`config.mk`:
```
export PLATFORM = sky130hd
export DESIGN_NAME = wdg_top
export DESIGN_NICKNAME = d
export VERILOG_FILES = /design/src/logic/wdg_pkg.sv /design/src/logic/wdg_top.sv
export SDC_FILE = /design/constraint.sdc
export NUM_CORES = 1
export LEC_CHECK = 0
export ABC_AREA = 1
export BUFFER_PORTS_ARGS = -buffer_cell sky130_fd_sc_hd__clkbuf_2
export CORE_ASPECT_RATIO = 1.4
export CORE_MARGIN = 10
export CORE_UTILIZATION = 46
export DETAILED_ROUTE_END_ITERATION = 12
export GPL_TIMING_DRIVEN = 1
export PLACE_DENSITY = 0.76
export SETUP_SLACK_MARGIN = 0.4
export SYNTH_ARGS = -nofsm -noshare
export SYNTH_HDL_FRONTEND = slang
export SYNTH_SLANG_ARGS = --single-unit
```
`constraint.sdc`:
```
create_clock -name MCLK -period 2 [get_ports MCLK]
set_input_delay 0.2 -clock MCLK [delete_from_list [all_inputs] [get_ports MCLK]]
set_output_delay 0.2 -clock MCLK [all_outputs]
set_load 0.03 [all_outputs]
```
`src/logic/wdg_pkg.sv`:
```
package wdg_pkg;
  // ----------------------------------------------------------------
  // register byte offsets on the bus
  // ----------------------------------------------------------------
  localparam logic [11:0] CAUSE_OFS = 12'h000; // reset_cause_flags
  localparam logic [11:0] CTRL_OFS = 12'h004;  // watchdog_control
  localparam logic [11:0] IRQ_STAT_OFS = 12'h008; // sticky event bits
  localparam logic [11:0] IRQ_MASK_OFS = 12'h00C; // event mask

  // ----------------------------------------------------------------
  // reset_cause_flags field positions
  // ----------------------------------------------------------------
  localparam int POWERON_BIT = 0;
  localparam int PIN_BIT = 1;
  localparam int BROWNOUT_BIT = 2;
  localparam int DOG_BIT = 3;
  localparam int SCAN_BIT = 4;
  localparam int CAUSE_W = 5;
  localparam logic [4:0] CAUSE_RST = 5'h01; // power-on flag only

  // ----------------------------------------------------------------
  // watchdog_control field positions
  // ----------------------------------------------------------------
  localparam int SEL_LSB = 0;
  localparam int SEL_W = 3;
  localparam int ENABLE_BIT = 3;
  localparam int WINDOW_BIT = 4;
  localparam logic [2:0] SEL_RST = 3'h0;

  // ----------------------------------------------------------------
  // interrupt event bits
  // ----------------------------------------------------------------
  localparam int EV_TIMEOUT = 0; // watchdog expired
  localparam int EV_CAUSE = 1;   // pin, brownout, scan or watchdog cause recorded
  localparam int EV_W = 2;

  // ----------------------------------------------------------------
  // timing
  // ----------------------------------------------------------------
  localparam int WINDOW_CYCLES = 4; // change window length, clocks
  localparam logic [2:0] WINDOW_LAST = 3'h4;
  localparam int BASE_TICKS = 16384; // oscillator ticks at code 000
  localparam int CNT_W = 22;         // holds 2,048K ticks
endpackage : wdg_pkg

```
`src/logic/wdg_top.sv`:
```
`timescale 1ns/1ns
`default_nettype none
module wdg_top #(
  parameter int BASE_TICKS = wdg_pkg::BASE_TICKS // shorten in simulation
) (
  // clock and reset
  input wire logic MCLK,
  input wire logic SRST, // power-on reset, synchronous
  // apb slave
  input wire logic PSEL,
  input wire logic PENABLE,
  input wire logic PWRITE,
  input wire logic [11:0] PADDR,
  input wire logic [31:0] PWDATA,
  output logic [31:0] PRDATA,
  output logic PREADY,
  output logic PSLVERR,
  // reset sources and watchdog inputs
  input wire logic PIN_RESET_EVENT,
  input wire logic BROWNOUT_EVENT,
  input wire logic SCAN_RESET_EVENT,
  input wire logic CHIP_RESET,
  input wire logic WATCHDOG_KICK,
  input wire logic OSC_TICK,
  input wire logic ALWAYS_ON_FUSE,
  // outputs
  output logic DOG_RESET,
  output logic IRQ
);

  // ----------------------------------------------------------------
  // bus decode
  // ----------------------------------------------------------------
  logic setup; // first phase of a transfer
  logic wr_acc; // write taking effect this edge
  logic hit_cause, hit_ctrl, hit_stat, hit_mask;
  assign setup = PSEL & ~PENABLE;
  assign wr_acc = PSEL & PENABLE & PWRITE;
  assign hit_cause = PADDR == wdg_pkg::CAUSE_OFS;
  assign hit_ctrl = PADDR == wdg_pkg::CTRL_OFS;
  assign hit_stat = PADDR == wdg_pkg::IRQ_STAT_OFS;
  assign hit_mask = PADDR == wdg_pkg::IRQ_MASK_OFS;
  assign PREADY = 1'b1; // no wait states: read data ready after setup

  // ----------------------------------------------------------------
  // state
  // ----------------------------------------------------------------
  logic [wdg_pkg::CAUSE_W-1:0] cause_reg; // reset cause flags
  logic enable_reg; // watchdog_enable
  logic [wdg_pkg::SEL_W-1:0] sel_reg; // timeout select
  logic window_reg; // change_window_enable
  logic [2:0] window_cnt_reg; // clocks since window opened
  logic [wdg_pkg::CNT_W-1:0] count_reg; // oscillator ticks counted
  logic [wdg_pkg::EV_W-1:0] stat_reg; // sticky events
  logic [wdg_pkg::EV_W-1:0] mask_reg; // event mask
  logic tick_s1_reg, tick_s2_reg, tick_s3_reg; // tick synchroniser
  logic dog_reg; // reset pulse
  logic slverr_reg;

  logic enable_eff; // enable as seen by the counter and by reads
  logic tick; // one clock per rising oscillator edge
  logic expire; // counter reached its end
  logic [wdg_pkg::CNT_W-1:0] terminal;
  logic ctrl_wr;
  logic [wdg_pkg::EV_W-1:0] events;

  assign enable_eff = enable_reg | ALWAYS_ON_FUSE;
  assign ctrl_wr = wr_acc & hit_ctrl;

  // ----------------------------------------------------------------
  // oscillator tick crossing
  // ----------------------------------------------------------------
  // first stage is read only by the second; edge taken after
  always_ff @(posedge MCLK) begin
    if (SRST) begin
      tick_s1_reg <= 1'b0;
      tick_s2_reg <= 1'b0;
      tick_s3_reg <= 1'b0;
    end else begin
      tick_s1_reg <= OSC_TICK;
      tick_s2_reg <= tick_s1_reg;
      tick_s3_reg <= tick_s2_reg;
    end
  end
  assign tick = tick_s2_reg & ~tick_s3_reg;

  // ----------------------------------------------------------------
  // change window
  // ----------------------------------------------------------------
  // opened by writing window and enable both to one
  always_ff @(posedge MCLK) begin
    if (SRST) begin
      window_reg <= 1'b0;
      window_cnt_reg <= 3'h0;
    end else if (ctrl_wr && PWDATA[wdg_pkg::WINDOW_BIT]
                 && PWDATA[wdg_pkg::ENABLE_BIT]) begin
      window_reg <= 1'b1; // (re)open
      window_cnt_reg <= 3'h1;
    end else if (ctrl_wr) begin
      window_reg <= 1'b0; // second write of the sequence closes it
      window_cnt_reg <= 3'h0;
    end else if (window_reg && window_cnt_reg == wdg_pkg::WINDOW_LAST) begin
      window_reg <= 1'b0;
      window_cnt_reg <= 3'h0;
    end else if (window_reg) begin
      window_cnt_reg <= window_cnt_reg + 3'h1;
    end
  end

  // ----------------------------------------------------------------
  // enable and timeout select
  // ----------------------------------------------------------------
  // a write that reopens the window still sets enable (written one)
  always_ff @(posedge MCLK) begin
    if (SRST) begin
      enable_reg <= 1'b0;
      sel_reg <= wdg_pkg::SEL_RST;
    end else if (ctrl_wr) begin
      if (PWDATA[wdg_pkg::ENABLE_BIT]) begin
        enable_reg <= 1'b1;
      end else if (window_reg) begin
        enable_reg <= 1'b0;
      end
      if (window_reg) begin
        sel_reg <= PWDATA[wdg_pkg::SEL_LSB +: wdg_pkg::SEL_W];
      end
    end
  end

  // ----------------------------------------------------------------
  // watchdog counter
  // ----------------------------------------------------------------
  // 16K ticks doubled per select step
  assign terminal = wdg_pkg::CNT_W'((BASE_TICKS << sel_reg) - 1);
  assign expire = enable_eff & tick & (count_reg >= terminal);

  always_ff @(posedge MCLK) begin
    if (SRST || CHIP_RESET || WATCHDOG_KICK || !enable_eff) begin
      count_reg <= '0;
    end else if (expire) begin
      count_reg <= '0;
    end else if (tick) begin
      count_reg <= count_reg + 1'b1;
    end
  end

  // one clock wide, registered one clock after the expiring tick
  always_ff @(posedge MCLK) begin
    if (SRST) begin
      dog_reg <= 1'b0;
    end else begin
      dog_reg <= expire;
    end
  end
  assign DOG_RESET = dog_reg;

  // ----------------------------------------------------------------
  // reset cause flags
  // ----------------------------------------------------------------
  // set wins over a clearing write; writing one leaves a flag alone
  always_ff @(posedge MCLK) begin
    if (SRST) begin
      cause_reg <= wdg_pkg::CAUSE_RST;
    end else begin
      for (int i = 0; i < wdg_pkg::CAUSE_W; i++) begin
        if (wr_acc && hit_cause && !PWDATA[i]) begin
          cause_reg[i] <= 1'b0;
        end
      end
      if (PIN_RESET_EVENT) cause_reg[wdg_pkg::PIN_BIT] <= 1'b1;
      if (BROWNOUT_EVENT) cause_reg[wdg_pkg::BROWNOUT_BIT] <= 1'b1;
      if (dog_reg) cause_reg[wdg_pkg::DOG_BIT] <= 1'b1;
      if (SCAN_RESET_EVENT) cause_reg[wdg_pkg::SCAN_BIT] <= 1'b1;
    end
  end

  // ----------------------------------------------------------------
  // interrupt status and mask
  // ----------------------------------------------------------------
  always_comb begin
    events = '0;
    events[wdg_pkg::EV_TIMEOUT] = dog_reg;
    events[wdg_pkg::EV_CAUSE] = PIN_RESET_EVENT | BROWNOUT_EVENT
                                | SCAN_RESET_EVENT | dog_reg;
  end

  // write one to clear; a new event in the same clock wins
  always_ff @(posedge MCLK) begin
    if (SRST) begin
      stat_reg <= '0;
    end else if (wr_acc && hit_stat) begin
      stat_reg <= (stat_reg & ~PWDATA[wdg_pkg::EV_W-1:0]) | events;
    end else begin
      stat_reg <= stat_reg | events;
    end
  end

  always_ff @(posedge MCLK) begin
    if (SRST) begin
      mask_reg <= '0;
    end else if (wr_acc && hit_mask) begin
      mask_reg <= PWDATA[wdg_pkg::EV_W-1:0];
    end
  end
  assign IRQ = |(stat_reg & mask_reg);

  // ----------------------------------------------------------------
  // read data and error, captured in the setup phase
  // ----------------------------------------------------------------
  always_ff @(posedge MCLK) begin
    if (SRST) begin
      PRDATA <= 32'h0000_0000;
      slverr_reg <= 1'b0;
    end else if (setup) begin
      slverr_reg <= ~(hit_cause | hit_ctrl | hit_stat | hit_mask);
      PRDATA <= 32'h0000_0000; // upper bits and reserved bits zero
      if (hit_cause) begin
        PRDATA[wdg_pkg::CAUSE_W-1:0] <= cause_reg;
      end else if (hit_ctrl) begin
        PRDATA[wdg_pkg::WINDOW_BIT] <= window_reg;
        PRDATA[wdg_pkg::ENABLE_BIT] <= enable_eff;
        PRDATA[wdg_pkg::SEL_LSB +: wdg_pkg::SEL_W] <= sel_reg;
      end else if (hit_stat) begin
        PRDATA[wdg_pkg::EV_W-1:0] <= stat_reg;
      end else if (hit_mask) begin
        PRDATA[wdg_pkg::EV_W-1:0] <= mask_reg;
      end
    end
  end
  assign PSLVERR = slverr_reg & PSEL & PENABLE;

endmodule : wdg_top
`default_nettype wire

```
==> After elaboration in Yosys (flattened, before gate mapping) <==
Cells that the tools add are included.
Widths: inputs -> output; s select.
{ "classes": {"shifts": 1, "n_mux": 23, "n_bitwise": 24, "eq_ne": 4, "n_addsub": 3, "reduce_logical": 33, "order_cmp": 1} }
{ "op_table": {"columns": ["cell", "count"], "rows": [
  ["$eq 12x4->1 const B", 2],
  ["$add 22x1->22 const B", 1],
  ["$ge 22x22->1", 1],
  ["$shl 15x3->22 const A", 1],
  ["$sub 22x2->22 const B", 1],
  ["$mux 1", 17],
  ["$eq 12x3->1 const B", 1],
  ["$logic_not 12->1", 1],
  ["$logic_and 1x1->1", 11],
  ["$reduce_bool 2->1", 5],
  ["$and 1x1->1", 9],
  ["$mux 2", 4],
  ["$or 1x1->1", 7],
  ["$logic_not 1->1", 6],
  ["$mux 5", 1],
  ["$and 2x2->2", 2],
  ["$or 2x2->2", 2],
  ["$reduce_and 2->1", 2],
  ["$reduce_bool 4->1", 1],
  ["$reduce_or 2->1", 2],
  ["$reduce_or 4->1", 1],
  ["$add 3x1->3 const B", 1],
  ["$eq 3x3->1 const B", 1],
  ["$logic_or 1x1->1", 3],
  ["4 further kinds", 6]
]} }
{ "totals": {"register_bits": 49, "inputBits": 56, "out_inout_bits": 36, "word_cells": 108} }

==> Logic depth before layout (Yosys ltp) <==
{ "logic_depth": {"ltp_word": 6, "depth_mapped": 14, "depth_no_buf": 13} }

==> Least setup slack after synthesis <==
Ideal clock, no wire load.
{ "synth_path": {"path_kind": "register to register", "startpoint": "register sel_reg[1] in the netlist's numbering", "endpoint": "register count_reg[21] in the netlist's numbering", "path_buffers": 1, "path_stages_with_launch": 15, "required_ns": 1.878, "slack_ns": 0.153, "setup_ns": 0.122, "arrival_ns": 1.726, "synth_period_minus_slack_ns": 1.847, "cell_sequence": "dfxtp_1 inv_1 a21oi_1 o21ai_0 ha_1 nand2_1 nor2_1 nand2_1 nor2_1 nand2_1 nand2_1 nand2_1 nand2_2 buf_4 a21oi_1"} }
{ "synth_between": {"elab_chain_len": 5} }
{ "synth_rtl": {"columns": ["item", "line_no", "rtl"], "rows": [
  ["start: declaration", "wdg_top.sv:50", "logic [wdg_pkg::SEL_W-1:0] sel_reg;"],
  ["start signal: assignment", "wdg_top.sv:117", "sel_reg <= wdg_pkg::SEL_RST;"],
  ["start signal: assignment", "wdg_top.sv:125", "sel_reg <= PWDATA[wdg_pkg::SEL_LSB +: wdg_pkg::SEL_W];"],
  ["$shl 15x3->22", "wdg_top.sv:134", "assign terminal = wdg_pkg::CNT_W'((BASE_TICKS << sel_reg) - 1);"],
  ["$sub 22x2->22", "wdg_top.sv:134", null],
  ["$ge 22x22->1", "wdg_top.sv:135", "assign expire = enable_eff & tick & (count_reg >= terminal);"],
  ["$and 1x1->1", "wdg_top.sv:135", null],
  ["$reduce_or 2->1 (no source line)", null, null],
  ["end signal: assignment", "wdg_top.sv:143", "count_reg <= count_reg + 1'b1;"],
  ["end: declaration", "wdg_top.sv:53", "logic [wdg_pkg::CNT_W-1:0] count_reg;"]
]} }
No other way between the ends.
A chain may end at the register's enable or synchronous reset.

==> Worst setup path after layout <==
{ "layout_path": {"startpoint": "register sel_reg[1] in the netlist's numbering", "endpoint": "register count_reg[1] in the netlist's numbering"} }
The elaborated chain is that of the path after synthesis.

==> flow_metrics.tcl <==
set metrics [dict create \
    intPower_w 0.00128 \
    ctsHoldBuffers 0 \
    layout-drive-gt1-share_pct 22.4 \
    synth_warnings 0 \
    rows 34 \
    port_buffers 36 \
    die-area_um2 9920 \
    yosys.area.top_type "dfxtp_1" \
    post-place-cells 530 \
    cts_sinks 49 \
    ys_seq_area_share_pct 33.9 \
    antenna_found_initial 0 \
    worstSetupStartpoint "sel_reg[1]" \
    drc 0 \
    whs_path_depth 3 \
    final.period_utilization_pct 98.3 \
    final_nets 540 \
    p_total_w 0.00175 \
    swShare_pct 26.9 \
    power.density_nw_per_um2 518 \
    setup-violations-final 0 \
    clock_skew_ps 6.44 \
    avgRoutedWirePerCell_um 13.0 \
    coreArea_um2 6170 \
    dr.pass1.iters 4 \
    largest_register_ff_count 22 \
    irDropWorstVdd_uv 380 \
    viasPerCell 4.98 \
    antenna_cells 0 \
    htree_levels 2 \
    grt.overflow.total 0 \
    p_leak_nw 1.47 \
    num_vias 2718 \
    p_seq_share_pct 56.6 \
    yosys.cell_types.count 33 \
    drt-initial-drc-count 137 \
    p_clk_share_pct 31.6 \
    grt_pass1_vias 2704 \
    timing.slew.headroom_pct 66.6 \
    track_usage_pct 13.6 \
    ys_ff_latch 49 \
    wirelength_um 7090 \
    grt_start_max_net_pins 19 \
    numCtsBuffers 5 \
    tns_ps 0 \
    rr_startpoint "sel_reg[1]" \
    outcome "finished clean" \
    synth.top_cell.area_share_pct 33.9 \
    cap_viol_max_count 0 \
    syn_to_final_growth_pct 16.8 \
    clkLatencyLatePin_ps 290 \
    ys_top_cells_by_area "dfxtp_1, nand2_1, buf_4" \
    total_switching_power_w 0.000471 \
    fill_cells 579 \
    crit_fanout 6 \
    critPathCaptureType "flip-flop" \
    pin_count 92 \
    grt_pass1_wl_um 11500 \
    cts_buffer_depth 2 \
    comb_power_share_pct 11.8 \
    hp-class "in -> reg" \
    syn_inst 425 \
    critPathArrivalTime_ps 2190 \
    ant_nets 0 \
    worstRegToRegCells 13 \
    fin_cells 546 \
    path_class "reg -> reg" \
    cp-start-kind "flip-flop" \
    rsz0062_at_grt "yes" \
    syn_area_per_cell_um2 6.82 \
    die_x_um 87.1 \
    worst_pin_slew_ps 497 \
    cts_tree "built" \
    min_from "OSC_TICK" \
    cp.required_ps 2230 \
    slew_viol_final 0 \
    die_h_um 114 \
    clock.fmax_ghz 0.509 \
    hold_viol_final 0 \
    initial_core_util_pct 47.0 \
    dp_hpwl_um 5160 \
    hold_ws_ps 94.2 \
    place_congestion 0.883 \
    cts-root-buf "clkbuf_8" \
    syn_area_um2 2900 \
    clkTransAtPathRegs_ps 90 \
    layout_min_cycle_time_ps 1970 \
]
[placed cells by master (no fill, tap or decap), types with 7 or more instances in the layout]
cell	n
clkbuf_2	36
nand3_1	25
a21oi_1	21
xor2_1	7
ha_1	11
inv_1	47
nor2_1	44
nor3_1	7
a21oi_2	11
dfxtp_1	46
nor2_2	14
o21ai_0	12
nand2_1	98
conb_1	29
buf_4	7
[through the flow]
step | setup WS, ps | utilization, % | instance area [µm²]
2_1_floorplan | 288 | - | 3010
3_3_place_gp | 68.0 | 49.8 | 3070
3_5_place_dp | -13.0 | 49.8 | 3070
4_1_cts | 41.6 | 53.5 | 3300
5_1_grt | -75.9 | 54.8 | 3380
6_report | 34.0 | 54.8 | 3380
[synth_stat cells]
cell type  instances
nand2_1          100
nor2_1            54
inv_1             50
dfxtp_1           49
a21oi_1           34
buf_4             29
nand3_1           25
o21ai_0           13
ha_1              11
nor3_1             7
xor2_1             7
nand4_1            6
nor2_2             5
inv_2              4
o211ai_1           4
nor2_4             3
xnor2_1            3
clkbuf_1           2
conb_1             2
nand2_2            2
nor3_2             2
nor4_1             2
a22o_1             1
buf_2              1
buf_6              1
nand3_2            1
nand3b_4           1
nor3_4             1
nor3b_1            1
o22ai_1            1
or2_0              1
or2_1              1
or2_2              1
[power groups by stage]
stage	clock network, W	logic [W]	registers, W
detailed placement	0	0.000188	0.00102
CTS	0.000576	0.000198	0.000990
finish	0.000554	0.000207	0.000990
global route	0.000617	0.000225	0.000993
floorplan	0	0.000170	0.00102
global placement	0	0.000186	0.00102
[final cells by class]
| type | count | area [µm²] | share of cell area (%) |
|---|---|---|---|
| Multi-Input combinational cell | 316 | 1680 | 49.7 |
| Sequential cell | 49 | 992 | 29.3 |
| Timing Repair Buffer | 47 | 333 | 9.84 |
| Inverter | 54 | 205 | 6.07 |
| Tap cell | 72 | 90.1 | 2.66 |
| Clock buffer | 6 | 72.6 | 2.14 |
| Clock inverter | 2 | 10.0 | 0.296 |
[metal layers]
layer  GRT usage [%]  part of all wire, %
met2            26.0                   54
met5               0                    0
met4            4.33                  1.6
met1            13.5                   37
met3            3.85                  6.7
[path summary, 6_finish.rpt]
| check | to | slack, ps |
|---|---|---|
| max | count_reg[1] | 30 |
| min | tick_s1_reg | 90 |
| max reg2reg | count_reg[1] | 30 |
| min reg2reg | tick_s2_reg | 410 |
[logic make-up (layout without fill, tap and decap cells)]
kind of cell,Yosys count,after routing,share of synthesized area [%]
AND/OR/NAND/NOR,213,213,33.1
buffers and inverters,87,109,15.3
flip-flops,49,49,33.9
other,2,29,0.259
adder cells (fa/ha/maj),11,11,4.75
XOR/XNOR,10,10,3.02
AO/OA/AOI/OAI,53,53,9.68
[critical path, cell delays in order (launching register included)]
cell     delay (ps)
dfxtp_4         370
inv_4            40
a21oi_4         150
o21ai_2          70
ha_1            290
nand2_1          90
nor2_2           50
buf_4           130
a21oi_2         150
nand2_2          70
nand2_2          80
nand2_4         110
buf_12          200
a21oi_2         100
[repair_timing]
action                     4_1_cts  5_1_grt
gates cloned                     2        1
setup buffers                    4        1
gates resized for setup         19       15
setup endpoints to repair       23       23
pin swaps                        7        3
No activity file was read; power rests on OpenSTA's default activity.
